## src/common/drc_map.vh

```
// Purpose: constants for the dram refresh / dll mode control block
// Assumes: mclk at 250 MHz (4 ns), command bus sampled on mclk
// Notes:   offsets are byte addresses on an apb bus with 32-bit data
`ifndef DRC_MAP_VH
`define DRC_MAP_VH

// ----------------------------------------------------------------
// register offsets
// ----------------------------------------------------------------
`define DRC_OFF_CTRL      12'h000
`define DRC_OFF_STATUS    12'h004
`define DRC_OFF_REFCNT    12'h008
`define DRC_OFF_TRFC      12'h00c
`define DRC_OFF_LAT       12'h010

// ----------------------------------------------------------------
// field positions and reset values
// ----------------------------------------------------------------
`define DRC_CTRL_AL_LSB   0
`define DRC_CTRL_CL_LSB   4
`define DRC_ST_SREF       0
`define DRC_ST_DLLOFF     1
`define DRC_ST_RFBUSY     2
`define DRC_ST_VIOL       3
`define DRC_ST_ODTERR     4
`define DRC_ST_LATERR     5
`define DRC_TRFC_RST      10'h06e
`define DRC_CL_RST        4'h6
`define DRC_AL_RST        4'h0

// ----------------------------------------------------------------
// fixed latencies in dll disable mode
// ----------------------------------------------------------------
`define DRC_DLLOFF_CL     4'h6
`define DRC_DLLOFF_CWL    4'h6

// ----------------------------------------------------------------
// command encodings {ras_n, cas_n, we_n} with cs_n low
// ----------------------------------------------------------------
`define DRC_CMD_MRS       3'h0
`define DRC_CMD_REF       3'h1
`define DRC_CMD_PRE       3'h2
`define DRC_CMD_ACT       3'h3
`define DRC_CMD_WR        3'h4
`define DRC_CMD_RD        3'h5
`define DRC_CMD_ZQ        3'h6
`define DRC_CMD_NOP       3'h7

`endif

```

## src/rtl/drc_top.v

```verilog
// Purpose: dram-side refresh, self refresh and dll mode control
// Assumes: command pins already decoded to cs_n/ras_n/cas_n/we_n, sampled on mclk
// Notes:   checks the controller's behaviour and flags violations in status
`timescale 1ns/10ps
`include "drc_map.vh"

// What the document requires
// controller refreshes every 7.8us or 3.9us
// refresh address is internal, address ignored
// refresh runs trfc from registered command
// only nop/des allowed during trfc
// at most eight refreshes postponed; not checked, no postponed count is kept
// postponed count spans self refresh
// over-posting tolerated within 64ms period
// cke high on pre, act, ref; pre and act look only at cke_d_r, the cke of the cycle before, while ref also looks at cke
// precharge all banks before refresh
// self refresh keeps data without clock
// first write 512 clocks after vrefdq valid
// dll off supports only cl6, cwl6
// dll off strobe window at al+cl-1
// dll off: odt low, termination fields zero
// clock rate change only in self refresh
// dll disable sequence through self refresh
// next command after max of tmrd, tmod
// dll enable sequence with dll reset
// wait tdllk after dll reset
// idle means banks closed, cke high
// controller tracks postponed refresh count; the block only counts all refreshes, in ref_total_r
// controller times delays with counters
module drc_top (
  input  wire        mclk,
  input  wire        srst,
  input  wire        cke_pin,
  input  wire        cs_n_pin,
  input  wire        ras_n_pin,
  input  wire        cas_n_pin,
  input  wire        we_n_pin,
  input  wire [2:0]  ba_pin,
  input  wire [15:0] addr_pin,
  input  wire        odt_pin,
  input  wire        psel,
  input  wire        penable,
  input  wire        pwrite,
  input  wire [11:0] paddr,
  input  wire [31:0] pwdata,
  output reg  [31:0] prdata,
  output reg         pready,
  output reg         pslverr,
  output reg         sref_active_r,
  output reg         dll_off_r,
  output reg         ref_busy_r,
  output reg         rd_win_start_r
);
  // ----------------------------------------------------------------
  // pin synchronisers
  // ----------------------------------------------------------------
  wire [23:0] pin_raw = {cke_pin, cs_n_pin, ras_n_pin, cas_n_pin, we_n_pin,
                         ba_pin, addr_pin};
  wire [23:0] pin_s;
  genvar gi;
  generate
    for (gi = 0; gi < 24; gi = gi + 1) begin : g_sync
      drc_sync u_sync (
        .clk (mclk),
        .rst (srst),
        .d   (pin_raw[gi]),
        .q   (pin_s[gi])
      );
    end
  endgenerate
  wire        odt_s;
  drc_sync u_odt (
    .clk (mclk),
    .rst (srst),
    .d   (odt_pin),
    .q   (odt_s)
  );

  wire        cke   = pin_s[23];
  wire        cs_n  = pin_s[22];
  wire [2:0]  cmd   = pin_s[21:19];
  wire [2:0]  ba    = pin_s[18:16];
  wire [15:0] addr  = pin_s[15:0];

  reg         cke_d_r;
  wire        valid = ~cs_n & cke_d_r;
  wire        c_ref = valid & cke & (cmd == `DRC_CMD_REF);
  wire        c_sre = ~cs_n & cke_d_r & ~cke & (cmd == `DRC_CMD_REF);
  wire        c_mrs = valid & (cmd == `DRC_CMD_MRS);
  wire        c_pre = valid & (cmd == `DRC_CMD_PRE);
  wire        c_act = valid & (cmd == `DRC_CMD_ACT);
  wire        c_rd  = valid & (cmd == `DRC_CMD_RD);
  wire        c_wr  = valid & (cmd == `DRC_CMD_WR);
  wire        c_any = valid & (cmd != `DRC_CMD_NOP);

  // ----------------------------------------------------------------
  // registers and state
  // ----------------------------------------------------------------
  reg  [9:0]  trfc_r;
  reg  [3:0]  al_r;
  reg  [3:0]  cl_r;
  reg  [9:0]  rfc_cnt_r;
  reg  [7:0]  bank_open_r;
  reg  [31:0] ref_total_r;
  reg         viol_r;
  reg         odt_err_r;
  reg         lat_err_r;
  reg  [15:0] mr0_r;
  reg  [15:0] mr1_r;
  reg  [15:0] mr2_r;
  reg  [31:0] rdata_nxt;

  // read strobe window: one cycle earlier with the dll off
  wire [3:0]  cl_eff = dll_off_r ? `DRC_DLLOFF_CL : cl_r;
  wire [4:0]  rd_lat = {1'b0, al_r} + {1'b0, cl_eff} - {4'h0, dll_off_r};

  // a write lands only at the edge where pready is seen high by the master
  wire        wr_acc = psel & penable & pwrite & pready;
  wire        rd_acc = psel & penable & ~pwrite & ~pready;
  wire        hit    = (paddr == `DRC_OFF_CTRL) | (paddr == `DRC_OFF_STATUS) |
                       (paddr == `DRC_OFF_REFCNT) | (paddr == `DRC_OFF_TRFC) |
                       (paddr == `DRC_OFF_LAT);

  // ----------------------------------------------------------------
  // apb slave: one wait state, answer on the second access cycle
  // ----------------------------------------------------------------
  always @* begin
    rdata_nxt = 32'h0000_0000;
    case (paddr)
      `DRC_OFF_CTRL:   rdata_nxt = {24'h00_0000, cl_r, al_r};
      `DRC_OFF_STATUS: rdata_nxt = {26'h000_0000, lat_err_r, odt_err_r, viol_r,
                                    ref_busy_r, dll_off_r, sref_active_r};
      `DRC_OFF_REFCNT: rdata_nxt = ref_total_r;
      `DRC_OFF_TRFC:   rdata_nxt = {22'h00_0000, trfc_r};
      `DRC_OFF_LAT:    rdata_nxt = {27'h000_0000, rd_lat};
      default:         rdata_nxt = 32'h0000_0000;
    endcase
  end

  always @(posedge mclk) begin
    if (srst) begin
      pready  <= 1'b0;
      pslverr <= 1'b0;
      prdata  <= 32'h0000_0000;
      trfc_r  <= `DRC_TRFC_RST;
      al_r    <= `DRC_AL_RST;
      cl_r    <= `DRC_CL_RST;
    end else begin
      pready  <= psel & penable & ~pready;
      pslverr <= psel & penable & ~pready & ~hit;
      prdata  <= rd_acc ? rdata_nxt : 32'h0000_0000;
      if (wr_acc && paddr == `DRC_OFF_CTRL) begin
        al_r <= pwdata[`DRC_CTRL_AL_LSB +: 4];
        cl_r <= pwdata[`DRC_CTRL_CL_LSB +: 4];
      end
      if (wr_acc && paddr == `DRC_OFF_TRFC)
        trfc_r <= (pwdata[9:0] == 10'h000) ? 10'h001 : pwdata[9:0];
    end
  end

  // ----------------------------------------------------------------
  // refresh engine: internal row counter, trfc window, self refresh
  // ----------------------------------------------------------------
  reg [15:0] ref_row_r;
  always @(posedge mclk) begin
    if (srst) begin
      cke_d_r       <= 1'b0; // synced pins not read as a command right after reset
      rfc_cnt_r     <= 10'h000;
      ref_busy_r    <= 1'b0;
      ref_row_r     <= 16'h0000;
      ref_total_r   <= 32'h0000_0000;
      sref_active_r <= 1'b0;
      bank_open_r   <= 8'h00;
      viol_r        <= 1'b0;
    end else begin
      cke_d_r <= cke;
      // address pins are not looked at; the row comes from ref_row_r
      if (c_ref) begin
        ref_row_r   <= ref_row_r + 16'h0001;
        ref_total_r <= ref_total_r + 32'h0000_0001;
        rfc_cnt_r   <= trfc_r - 10'h001;
        ref_busy_r  <= 1'b1;
      end else if (rfc_cnt_r != 10'h000) begin
        rfc_cnt_r <= rfc_cnt_r - 10'h001;
      end else begin
        ref_busy_r <= 1'b0;
      end
      // self refresh: entered by ref with cke low, left on cke high
      if (c_sre)
        sref_active_r <= 1'b1;
      else if (sref_active_r && cke)
        sref_active_r <= 1'b0;
      if (c_act)
        bank_open_r[ba] <= 1'b1;
      if (c_pre)
        bank_open_r <= addr[10] ? 8'h00 : (bank_open_r & ~(8'h01 << ba));
      // command during trfc or refresh with banks open is flagged
      if ((ref_busy_r && c_any) || ((c_ref | c_sre) && bank_open_r != 8'h00))
        viol_r <= 1'b1;
      else if (wr_acc && paddr == `DRC_OFF_STATUS && pwdata[`DRC_ST_VIOL])
        viol_r <= 1'b0;
    end
  end

  // ----------------------------------------------------------------
  // mode registers and dll mode; mode change lands only via mrs
  // ----------------------------------------------------------------
  always @(posedge mclk) begin
    if (srst) begin
      mr0_r     <= 16'h0000;
      mr1_r     <= 16'h0000;
      mr2_r     <= 16'h0000;
      dll_off_r <= 1'b0;
      odt_err_r <= 1'b0;
      lat_err_r <= 1'b0;
    end else begin
      if (c_mrs) begin
        case (ba[1:0])
          2'h0:    mr0_r <= addr;
          2'h1:    mr1_r <= addr;
          2'h2:    mr2_r <= addr;
          default: mr2_r <= mr2_r;
        endcase
        if (ba[1:0] == 2'h1)
          dll_off_r <= addr[0]; // mode takes effect at the mrs itself
      end
      // termination must stay off while the dll is off
      if (dll_off_r && (odt_s || mr1_r[9] || mr1_r[6] || mr1_r[2] ||
                        mr2_r[10] || mr2_r[9]))
        odt_err_r <= 1'b1;
      else if (wr_acc && paddr == `DRC_OFF_STATUS && pwdata[`DRC_ST_ODTERR])
        odt_err_r <= 1'b0;
      // only cl 6 / cwl 6 are legal without the dll
      if (dll_off_r && (cl_r != `DRC_DLLOFF_CL || (c_rd | c_wr) &&
                        cl_r != `DRC_DLLOFF_CWL))
        lat_err_r <= 1'b1;
      else if (wr_acc && paddr == `DRC_OFF_STATUS && pwdata[`DRC_ST_LATERR])
        lat_err_r <= 1'b0;
    end
  end

  // ----------------------------------------------------------------
  // read strobe window counter
  // ----------------------------------------------------------------
  wire       win_w;
  drc_rdlat u_rdlat (
    .clk       (mclk),
    .rst       (srst),
    .rd_go     (c_rd),
    .lat       (rd_lat),
    .win_start (win_w)
  );
  always @(posedge mclk) begin
    if (srst)
      rd_win_start_r <= 1'b0;
    else
      rd_win_start_r <= win_w;
  end
endmodule

```

## src/rtl/drc_sync.v

```verilog
// Purpose: two-flop synchroniser for one pin level
// Assumes: d is asynchronous to clk
// Notes:   first stage is read only by the second stage
`timescale 1ns/10ps
module drc_sync (
  input  wire clk,
  input  wire rst,
  input  wire d,
  output wire q
);
  reg s1_r;
  reg s2_r;

  // ----------------------------------------------------------------
  // two stages
  // ----------------------------------------------------------------
  always @(posedge clk) begin
    if (rst) begin
      s1_r <= 1'b0;
      s2_r <= 1'b0;
    end else begin
      s1_r <= d;
      s2_r <= s1_r;
    end
  end
  assign q = s2_r;
endmodule

```

## src/rtl/drc_rdlat.v

```verilog
// Purpose: read strobe window start counter
// Assumes: rd_go is a one-cycle pulse on a registered read
// Notes:   one read in flight; a new read restarts the count
`timescale 1ns/10ps
`include "drc_map.vh"
module drc_rdlat (
  input  wire       clk,
  input  wire       rst,
  input  wire       rd_go,
  input  wire [4:0] lat,
  output reg        win_start
);
  reg [4:0] cnt_r;
  reg       run_r;

  // ----------------------------------------------------------------
  // count lat cycles from the read, then flag the window start
  // ----------------------------------------------------------------
  always @(posedge clk) begin
    if (rst) begin
      cnt_r     <= 5'h00;
      run_r     <= 1'b0;
      win_start <= 1'b0;
    end else begin
      win_start <= 1'b0;
      if (rd_go) begin
        cnt_r <= (lat > 5'h01) ? lat - 5'h02 : 5'h00;
        run_r <= (lat > 5'h01);
        win_start <= (lat <= 5'h01);
      end else if (run_r) begin
        if (cnt_r == 5'h00) begin
          run_r     <= 1'b0;
          win_start <= 1'b1;
        end else begin
          cnt_r <= cnt_r - 5'h01;
        end
      end
    end
  end
endmodule

```

## config.mk

```make
export PLATFORM = sky130hd
export DESIGN_NAME = drc_top
export DESIGN_NICKNAME = d
export VERILOG_FILES = /design/src/rtl/drc_top.v /design/src/rtl/drc_sync.v /design/src/rtl/drc_rdlat.v
export VERILOG_INCLUDE_DIRS = /design/src /design/src/common
export SDC_FILE = /design/constraint.sdc
export NUM_CORES = 1
export LEC_CHECK = 0
export BUFFER_PORTS_ARGS = -buffer_cell sky130_fd_sc_hd__buf_2
export CORE_AREA = 2 2 138 140
export DETAILED_ROUTE_END_ITERATION = 10
export DIE_AREA = 0 0 140 142
export PLACE_DENSITY_LB_ADDON = 0.2
export SLEW_MARGIN = 20
export SYNTH_ARGS = -nofsm -noshare
export SYNTH_HDL_FRONTEND = slang
export SYNTH_HIERARCHICAL = 1
export SYNTH_SLANG_ARGS = --single-unit
```

## constraint.sdc

```tcl
create_clock -name mclk -period 4.2 [get_ports mclk]
set_clock_uncertainty 0.2 [all_clocks]
set_input_delay 0.84 -clock mclk [delete_from_list [all_inputs] [get_ports mclk]]
set_output_delay 0.84 -clock mclk [all_outputs]
set_load 0.05 [all_outputs]
```

---- After elaboration in Yosys (flattened, before gate mapping) ----
Index checks and enable logic that the tools add are counted.
storage, ports and cells
  register bits after elaboration ......... 178
  latch bits .............................. 0
  RAM bits ................................ 0
  bits in read-only memories .............. 0
  input bits .............................. 74
  output and inout port bits .............. 38
  logic and storage cells ................. 189
  memories kept ........................... 0
operators by class
  $add $sub $neg .......................... 7
  multiply operators ...................... 0
  div/mod/pow operators ................... 0
  order comparisons ....................... 4
  eq/ne operators ......................... 15
  shift operators ......................... 1
  multiplexer cells ....................... 30
  bitwise logic cells ..................... 33
  reductions and logical operators ........ 37
operators with widths
  kind                                                                    count
  32-bit case mux with 5 select lines                                     1
  32-bit by 1-bit adder with 32-bit output, second input constant         1
  10-bit 2-to-1 mux                                                       3
  12-bit by 4-bit equality test with 1-bit output, second input constant  2
  8-bit 2-to-1 mux                                                        3
  5-bit 2-to-1 mux                                                        4
  10-bit by 1-bit subtractor with 10-bit output, second input constant    2
  1-bit bitwise AND                                                       18
  1-bit 2-to-1 mux                                                        17
  2-bit nonzero test                                                      7
  1-bit logical AND                                                       13
  12-bit by 3-bit equality test with 1-bit output, second input constant  1
  12-bit by 5-bit equality test with 1-bit output, second input constant  1
  12-bit zero test                                                        1
  10-bit zero test                                                        1
  10-bit nonzero test                                                     1
  8-bit bitwise AND                                                       1
  8-bit NOT                                                               1
  8-bit bitwise OR                                                        1
  8-bit nonzero test                                                      1
  1-bit by 3-bit << shifter with 8-bit output, first input constant       1
  1-bit logical OR                                                        7
  3-bit by 2-bit equality test with 1-bit output, second input constant   2
  3-bit equality test, second input constant                              2
  22 further kinds                                                        35

---- Longest topological paths before layout ----
Gate-level depths: netlist of the first run.
  word-level depth ........................ 8
  gate-level depth with buffers ........... 13
  gate-level depth less buffers ........... 12

---- Modules after synthesis ----
Netlist of the first run, hierarchy kept.
by module, submodules not included
  module     instances  cells each  area each (sq um)  seq. area each (sq um)
  drc_top    1          566         5124.9             2302.2
  drc_sync   14         4           52.6               40.0
  drc_rdlat  1          54          459.2              140.1

---- Least setup slack after synthesis of the first run ----
OpenSTA, ideal clock, no wires.
  path kind ............................... reg-to-reg
  start point ............................. register, netlist name mr1_r[0]
  end point ............................... register u_rdlat.run_r
  setup time .............................. 125 ps
  arrival ................................. 3076 ps
  data required time ...................... 3875 ps
  path slack .............................. 798 ps
  cell stages (with the launch flop) ...... 13
  buffers on the path ..................... 1
  period minus slack after synthesis ...... 3402 ps
  cells stage by stage .................... dfxtp_1 clkbuf_1 nor2_1 ha_1 fa_1 nor2b_1 o21a_1 nor2_1 xnor2_1 or4b_2 o21ai_2 mux2_2 nor2_1
RTL lines
  element               RTL line        source
  end signal, assigned  drc_rdlat.v:28  run_r <= (lat > 5'h01);
  end, declared         drc_rdlat.v:14  reg run_r;

==> metrics, run 1 <==
status finished, violations left; failing checks design-rule violations; clock-pin slew of the registers on the worst-case setup and hold paths 60 ps; crit-path max FO 10; synthesis-to-finish area growth 18.7%; Req. time, crit path about 4300 ps; max_slew headroom 32.6%; launching point of the worst reg2reg path mr1_r[0]$_SDFFE_PP0P_; Primary FF master, synth dfxtp_1; share of the synthesized area in the top cell type a little under half; height of the die 142 um; largest net degree at the start of global routing 55; Setup WS pre-CTS between 900 and 1000 ps; H-tree depth 4; post-synthesis sequential area ratio 47.5%; Clock Path Buffers 2; R2R depth 10; setup repair bufs after CTS 0; Synth async-reset ratio 0%; crit-path cells nor2_1 -> ha_1 -> fa_1 -> xnor2_1 -> inv_1 -> ha_1 -> or4b_2 -> o21ai_2 -> or3_1 -> a221oi_1; Hold Vio Cnt, Final 0; slew of the pin with the lowest slew margin 1000 ps; Port Buffers a little under 80; area of the core 18500 um^2; CTS Root Cell clkbuf_16; startpoint types register; synthesis-stage register bit count 150; final hold slack 235 ps; total gr overflow 0; Hold Startpoint g_sync[23].u_sync/s1_r$_SDFF_PP0_; crit path from mr1_r[0]$_SDFFE_PP0P_; maxcap violations 0; Setup-failing EPs final 0; unrepaired setup endpoints after global routing no; initial antenna violation count 0; via count 4970; # fillers 1843; Critical Path Most Common Cell ha_1; CTS Hold Bufs 0; syn_nets 762; fin crit period ~3300 ps; total die area between 15000 and 20000 um^2; first-pass GRT wire length 24400 um; min setup slack post-route 863 ps; Fmax achieved 0.300 GHz; instance count on the critical path 10; post-synthesis average cell area 9.35 um^2; final period utilization 79.5%; post-CTS sizing 0; Seq. cell area ~3000 um^2; Cells after Synth approximately 680; Leakage between 2 and 3 nW; gpl congestion between 0.8 and 0.9; CTS tree done; EDFF count, synth 0; Peak VDD IR roughly 320 uV; WP data arrival 3460 ps; clock sink count 150; pwr dens 427 nW/um^2; Via density 4.97; HPWL Detailed roughly 11000 um; Initial Util 34.2%; mapped cell area between 6000 and 7000 um^2; drt wl/cell 14.8 um; Syn. warnings 6; Area contributors post-synth dfxtp_1 48%, nor2_1 5.0%, mux2i_1 4.3%; Multi-input gate area between 3000 and 4000 um^2; HP Class register to register; vias in the first global route 4853; final layout net count ~840; Crit Path Category register to register; post-synth top area cell dfxtp_1; Bufs and invs on worst path 1; delay of the slowest critical-path stage 570 ps; First-pass DRT Iterations 9; 1st-iter DRT viols 210; top-count cell post-synth dfxtp_1; final wirelength 14800 um; residual DRC count 2; Final ANT Viol Nets 0; Top delay family on crit path adder cells; critical path endpoint category register; synth unique cells 64; fin. max-slew vios 0; Clk Latency, worst-skew pair 430 ps; Core Rows 50; antenna cells 0; setup_tns 0 ps; GRT Util Overall between 10% and 20%; share of cells above drive strength 1 19.2%; Hold Path Depth 1; Num CTS Buffers 17; most instantiated cells after synthesis 150 x dfxtp_1, 85 x nor2_1, 41 x nor2b_1; Ports 112; slowest cell on the critical path dfxtp_1; Die W 140 um
## cell type report
cell class,count,area share (%)
repair buffers,83,5.74
clock buffers,17,5.67
inverters,28,1.40
flip-flops and latches,150,40.0
multi-input cells,472,41.4
well taps,234,3.90
clock inverters,15,1.82
## cells in the final DEF (no fill, tap or decap), types with 3 or more instances in the layout
cell / instances
dfxtp_1: 150
nor2_1: 85
buf_2: 77
nor2b_1: 41
nand2_1: 33
a21oi_1: 31
inv_1: 28
and3_1: 28
mux2i_1: 27
xnor2_1: 18
clkbuf_16: 17
xor2_1: 16
nand3_1: 16
nor3_1: 15
o21ai_0: 15
a211oi_1: 12
or3_1: 11
ha_1: 11
nand4_1: 8
a21o_1: 7
nor4_1: 7
a211o_1: 7
nand2b_1: 6
mux2_2: 6
a31oi_1: 6
a22oi_1: 6
inv_6: 6
buf_4: 6
clkinvlp_4: 4
inv_8: 4
nand3_2: 3
nand3b_1: 3
and2_1: 3
nor3_4: 3
nor3_2: 3
o31ai_1: 3
a221oi_1: 3
## routing by layer
metal	vias to the layer above	GRT usage (%)	wire, um
met1	2305	18.7	6680
met2	120	25.6	6910
met4	0	7.18	415
met3	25	4.27	755
li1	2520	-	-
met5	-	0	0
## report_power, final
part	leakage (nW)	switching [mW]	internal (mW)
logic	1.51	0.148	0.120
registers	1.22	0.0231	1.46
clock network	0.266	0.664	0.782
total	2.99	0.835	2.37
## path summary, 6_finish.rpt
check,endpoint,slack [ps]
worst max-delay path,u_rdlat/cnt_r[2]$_SDFFE_PP0P_,860
worst min-delay path,g_sync[23].u_sync/q$_SDFF_PP0_,230
worst max register to register,u_rdlat/cnt_r[2]$_SDFFE_PP0P_,860
worst min register to register,g_sync[23].u_sync/q$_SDFF_PP0_,230
## stage by stage
stage | power, mW | area [um^2] | cells | utilization [%]
2_1_floorplan | 1.71 | 6320 | 676 | -
3_3_place_gp | 1.78 | 6940 | 967 | 37.6
3_5_place_dp | 1.79 | 6940 | 967 | 37.6
4_1_cts | 3.24 | 7500 | 999 | 40.6
5_1_grt | 3.34 | 7500 | 999 | 40.6
6_report | 3.20 | 7500 | 999 | 40.6
## flip-flops by register name, indices dropped and copies added (netlist names), 2 cells and up
| signal | flops |
|---|---|
| cl_r | 4 |
| rfc_cnt_r | 10 |
| bank_open_r | 8 |
| mr1_r | 4 |
| g_sync.u_sync/q | 13 |
| ref_total_r | 32 |
| prdata | 32 |
| trfc_r | 10 |
| mr2_r | 2 |
| g_sync.u_sync/s1_r | 13 |
| u_rdlat/cnt_r | 5 |
| al_r | 4 |
## logic make-up (layout without fill, tap and decap cells)
group,count (synthesis),after routing,synth area share (%)
buffers and inverters,54,143,3.41
muxes,33,33,5.35
and+or+nand+nor,286,286,25.2
adders and majority gates,12,12,2.49
AOI/OAI and AO/OA,107,107,11.3
xor gates and xnor gates,34,34,4.71
DFF,150,150,47.5
Note: power is estimated with default switching activity, not from simulation.
==> inputs of run 2 (changes only) <==
- clock period: 4.2 -> 3.1 ns (I/O delays scaled with it)
==> run 2 against run 1 <==
  * The flow still finishes with violations (design-rule violations)
  * Register-to-register slack worse by 730 ps
  * First-iteration DRC count up 58%
  * Maximum frequency up 12%
  * Final cell count up 1.1%
  * Total power up 34%
  * Largest cell class unchanged
==> metrics, run 2 (synthesized netlist as in run 1, its figures left out) <==
Clk Latency, worst-skew pair 420 ps; H-tree depth 4; HP Class primary input to register; HPWL Detailed 10200 um; height of the die 142 um; Req. time, crit path 3180 ps; total gr overflow 0; final hold slack roughly 210 ps; critical path endpoint category register; vias in the first global route 4642; clock-pin slew of the registers on the worst-case setup and hold paths 60 ps; first-pass GRT wire length 23300 um; via count 4910; drt wl/cell 14.2 um; initial antenna violation count 2; CTS tree done; residual DRC count 10; Ports 112; status finished, violations left; synthesis-to-finish area growth 20.2%; final layout net count 848; max_slew headroom 51.7%; slew of the pin with the lowest slew margin 724 ps; GRT Util Overall 14.8%; Port Buffers 78; CTS Root Cell clkbuf_16; failing checks design-rule violations; Core Rows 50; 1st-iter DRT viols 332; crit-path max FO 7; Crit Path Category register to register; Peak VDD IR 360 uV; largest net degree at the start of global routing 109; # fillers 1780; Leakage between 3 and 4 nW; startpoint types register; Via density 4.86; final core occ 41.2%; First-pass DRT Iterations 8; Die W 140 um; Hold Vio Cnt, Final 0; Largest regs prdata (32), ref_total_r (32); area of the core around 18000 um^2; fin crit period 2970 ps; Final Cell Area ~7600 um^2; Fmax achieved ~0.34 GHz; fin. max-slew vios 0; gpl congestion 0.828; final wirelength 14400 um; Initial Util 34.2%; Clock Path Buffers 2; Final ANT Viol Nets 0; pwr dens approximately 570 nW/um^2; most common cell after layout, fill and taps aside dfxtp_1; WP data arrival 3050 ps; commonest non-fill, non-tap cells in the layout 148 x dfxtp_1, 84 x nor2_1, 77 x buf_2; Setup-failing EPs final 0; final period utilization a little over nine tenths; clock sink count 150; maxcap violations 0; share of cells above drive strength 1 20.5%; Placed Area 7000 um^2; Num CTS Buffers 17; total die area between 15000 and 20000 um^2
[run 2: worst max-delay path: stages, from the launching register on]
cell and delay, ps:
dfxtp_4 380, nor2_1 50, ha_1 310, inv_1 60, ha_1 290, a21o_1 160, a21oi_1 170, xnor2_1 160
or4b_2 730, o21ai_4 110, or3_1 130, a221oi_1 60
[run 2: final cells by class]
class	count	area, um^2	area share, %
Antenna cell	2	5.00	0.0659
Clock buffer	19	443	5.83
Clock inverter	12	105	1.38
Inverter	28	105	1.38
Multi-Input combinational cell	472	3120	41.1
Sequential cell	150	3010	39.6
Tap cell	234	293	3.85
Timing Repair Buffer	93	518	6.82
[run 2: routing by layer]
layer / global-route usage (%) / up-vias / part of all wire (%)
met3: 4.07 / 14 / 4.6
met4: 5.42 / 0 / 1.5
met2: 25.3 / 85 / 48
met5: 0 / - / 0
li1: - / 2542 / -
met1: 18.0 / 2269 / 46
[run 2: path summary, 6_finish.rpt]
path	from	to	slack (ps)	depth (start not counted)
setup / recovery	mr1_r[0]$_SDFFE_PP0P_	u_rdlat/cnt_r[2]$_SDFFE_PP0P_	130	11
setup reg to reg	mr1_r[0]$_SDFFE_PP0P_	u_rdlat/cnt_r[2]$_SDFFE_PP0P_	130	11
hold reg to reg	g_sync[9].u_sync/s1_r$_SDFF_PP0_	g_sync[9].u_sync/q$_SDFF_PP0_	230	1
hold / removal	ba_pin[0]	g_sync[16].u_sync/s1_r$_SDFF_PP0_	210	2
[run 2: metrics by stage]
step	worst slack (ps)	power [mW]	instances	setup TNS, ps
floorplan	27.0	2.32	676	0
global placement	31.8	2.41	973	0
detailed placement	-108	2.42	973	-226
CTS	22.8	4.35	1004	0
global route	-11.6	4.48	1008	-11.6
finish	128	4.30	1010	0
[run 2: report_power, final]
group,internal (mW),total (mW),switching [mW],leakage [nW]
registers,1.98,2.02,0.0311,1.22
clock network,1.12,1.92,0.803,0.269
logic,0.164,0.363,0.199,1.57
total,3.27,4.30,1.03,3.05
[run 2: timing repair]
item                       CTS  global route
setup endpoints to repair    0             5
buffers inserted             0             4
hold buffers                 0             0
gates resized for setup      0             3
==> inputs of run 3 (changes only) <==
- ABC_AREA: unset -> 1
- CAP_MARGIN: unset -> 20
- CORE_AREA: 2 2 138 140 -> 2 2 144 146
- DIE_AREA: 0 0 140 142 -> 0 0 146 148
- HOLD_SLACK_MARGIN: unset -> 0.05
==> run 3 against run 2 <==
  * The flow now finishes without violations
  * Design area is 7.9% higher
  * Combinational power is 33% higher
  * Die area is 8.7% higher
  * Wire length is 23% higher
  * Final cell count is 34% higher
  * Setup slack better by 170 ps
  * First-iteration DRC count is 23% lower
  * Via count is 28% higher
  * Largest power group is now clock
  * Clock power is 6% higher
  * Maximum frequency is 5.9% higher
  * Synthesized cell count is 46% higher
==> metrics, run 3 <==
status finished, final reports clean; CTS Hold Bufs 0; fin crit period 2810 ps; synthesis-stage register bit count 150; Port Buffers 78; Peak VDD IR 345 uV; Fmax achieved roughly 0.36 GHz; mapped cell area 6910 um^2; startpoint types register; via count 6279; synth unique cells 42; launching point of the worst reg2reg path mr1_r[0]$_SDFFE_PP0P_; largest net degree at the start of global routing 57; syn_nets 1071; Crit Path Category register to register; most instantiated cells after synthesis 188 x nand2_1, 153 x inv_1, 152 x nor2_1; slowest cell on the critical path fa_1; post-synthesis average cell area 7.02 um^2; vias in the first global route 5813; antenna cells 0; final wirelength 17700 um; fin. max-slew vios 0; final period utilization 90.5%; setup_tns 0 ps; Hold Startpoint ba_pin[1]; worst hold endpoint g_sync[17].u_sync/s1_r$_SDFF_PP0_; maxcap violations 0; clock sink count 150; Clock Path Buffers 2; Leakage around 3.5 nW; total die area 21600 um^2; Die W 146 um; total gr overflow 0; drt wl/cell approximately 13 um; Hold Path Depth 3; Area contributors post-synth dfxtp_1 43%, nand2_1 10%, inv_1 8.3%; critical path endpoint category register; share of the synthesized area in the top cell type 43.4%; Setup-failing EPs final 0; Req. time, crit path ~3200 ps; Largest regs prdata (32), ref_total_r (32); HPWL Detailed 13200 um; Crit Reg-Reg Endpoint u_rdlat/win_start$_SDFF_PP0_; Core Rows 52; Synth async-reset ratio 0%; H-tree depth 4; CTS tree done; share of cells above drive strength 1 14.7%; setup repair bufs after CTS 0; max_slew headroom 38.3%; 1st-iter DRT viols 256; busiest grt layer met2; slew of the pin with the lowest slew margin 918 ps; Primary FF master, synth dfxtp_1; First-pass DRT Iterations 4; gpl congestion approximately 0.86; CTS Root Cell clkbuf_16; crit-path max FO 6; r2r setup slk 290 ps; post-synth top area cell dfxtp_1; pwr dens ~550 nW/um^2; top-count cell post-synth nand2_1; clock-pin slew of the registers on the worst-case setup and hold paths 70 ps; global routing usage on met3 3.24%; WP data arrival 2930 ps; GR Util met2 29.6%; Syn. warnings 6; delay of the slowest critical-path stage 450 ps; Via density 4.63; EDFF count, synth 0; Hold Vio Cnt, Final 0; GRT Util Overall 16.6%; unrepaired setup endpoints after global routing no; most common cell after layout, fill and taps aside nand2_1; # fillers 2190; initial antenna violation count 0; HP Class primary input to register; final core occ 40.9%; post-synthesis sequential area ratio 43.4%; final layout net count 1158; crit-path cells nor2_1 -> ha_1 -> fa_1 -> o21ai_0 -> xor2_1 -> inv_1 -> nand3_1 -> nand3_1 -> and3_1; Ports 112; Final ANT Viol Nets 0; height of the die about 150 um; R2R depth 9; residual DRC count 0; commonest non-fill, non-tap cells in the layout 188 x nand2_1, 153 x inv_1, 152 x nor2_1; post-CTS sizing 0; synthesis-to-finish area growth 18.6%; GR Util met1 20.0%; Initial Util 34.5%; area of the core 20000 um^2; Bufs and invs on worst path 1; Num CTS Buffers 17; Top delay family on crit path adder cells; Clk Latency, worst-skew pair 430 ps; Cells after Synth just under 1000; first-pass GRT wire length 28600 um; Critical Path Most Common Cell nand3_1
==> run 3: worst reg2reg max path, delay by kind of cell, from the launching register on <==
kind                     cells  cell delay, ps
adder cells (fa/ha/maj)      2             780
AND/OR/NAND/NOR              4             650
flip-flops                   1             430
XOR/XNOR                     1             330
AO/OA/AOI/OAI                1             220
buffers and inverters        1             100
==> run 3: cell families (layout without fill, tap and decap cells) <==
logic type | count (synthesis) | in the layout | synth area share [%]
buffers and inverters | 177 | 277 | 9.95
and+or+nand+nor | 490 | 490 | 31.8
DFF | 150 | 150 | 43.4
xor gates and xnor gates | 6 | 6 | 0.760
adders and majority gates | 12 | 12 | 2.28
AOI/OAI and AO/OA | 150 | 150 | 11.8
==> run 3: metrics by stage <==
step	cell area [um^2]	std cells	hold slack, ps	power, mW	worst slack (ps)
global route	8200	1355	188	4.75	33.2
finish	8200	1355	185	4.53	295
global placement	7610	1323	190	2.54	339
detailed placement	7610	1323	193	2.54	285
floorplan	6910	985	188	2.42	251
CTS	8200	1355	171	4.60	273
==> run 3: area by class of cell <==
cell class / count / area (um^2) / area share, %
sequential: 150 / 3000 / 36.6
multi-input combinational: 658 / 3220 / 39.3
clock buffer: 17 / 425 / 5.19
timing repair buffer: 86 / 450 / 5.49
clock inverter: 15 / 159 / 1.94
inverter: 159 / 599 / 7.31
tap: 270 / 338 / 4.12
==> run 3: layer usage <==
layer / part of all wire [%] / wire length [um] / up-vias
li1: - / - / 3329
met1: 46 / 8080 / 2819
met2: 49 / 8720 / 116
met3: 3.7 / 654 / 15
met4: 1.2 / 220 / 0
met5: 0 / 0 / -
==> run 3: report_power, final <==
part / internal (mW) / switching (mW)
combinational: 0.171 / 0.312
sequential: 1.99 / 0.0263
clock: 1.08 / 0.955
total: 3.24 / 1.29
==> run 3: worst max path at each step <==
stage	start	endpoint	slack, ps	depth (start not counted)
after floorplan	mr1_r[0]$_SDFFE_PP0P_	u_rdlat/win_start$_SDFF_PP0_	250	9
after global placement	mr1_r[0]$_SDFFE_PP0P_	u_rdlat/win_start$_SDFF_PP0_	340	9
after detailed placement	mr1_r[0]$_SDFFE_PP0P_	u_rdlat/cnt_r[3]$_SDFFE_PP0P_	280	11
after CTS	mr1_r[0]$_SDFFE_PP0P_	u_rdlat/win_start$_SDFF_PP0_	270	9
after global routing	mr1_r[0]$_SDFFE_PP0P_	u_rdlat/cnt_r[0]$_SDFFE_PP0P_	30	13
final	mr1_r[0]$_SDFFE_PP0P_	u_rdlat/win_start$_SDFF_PP0_	290	9
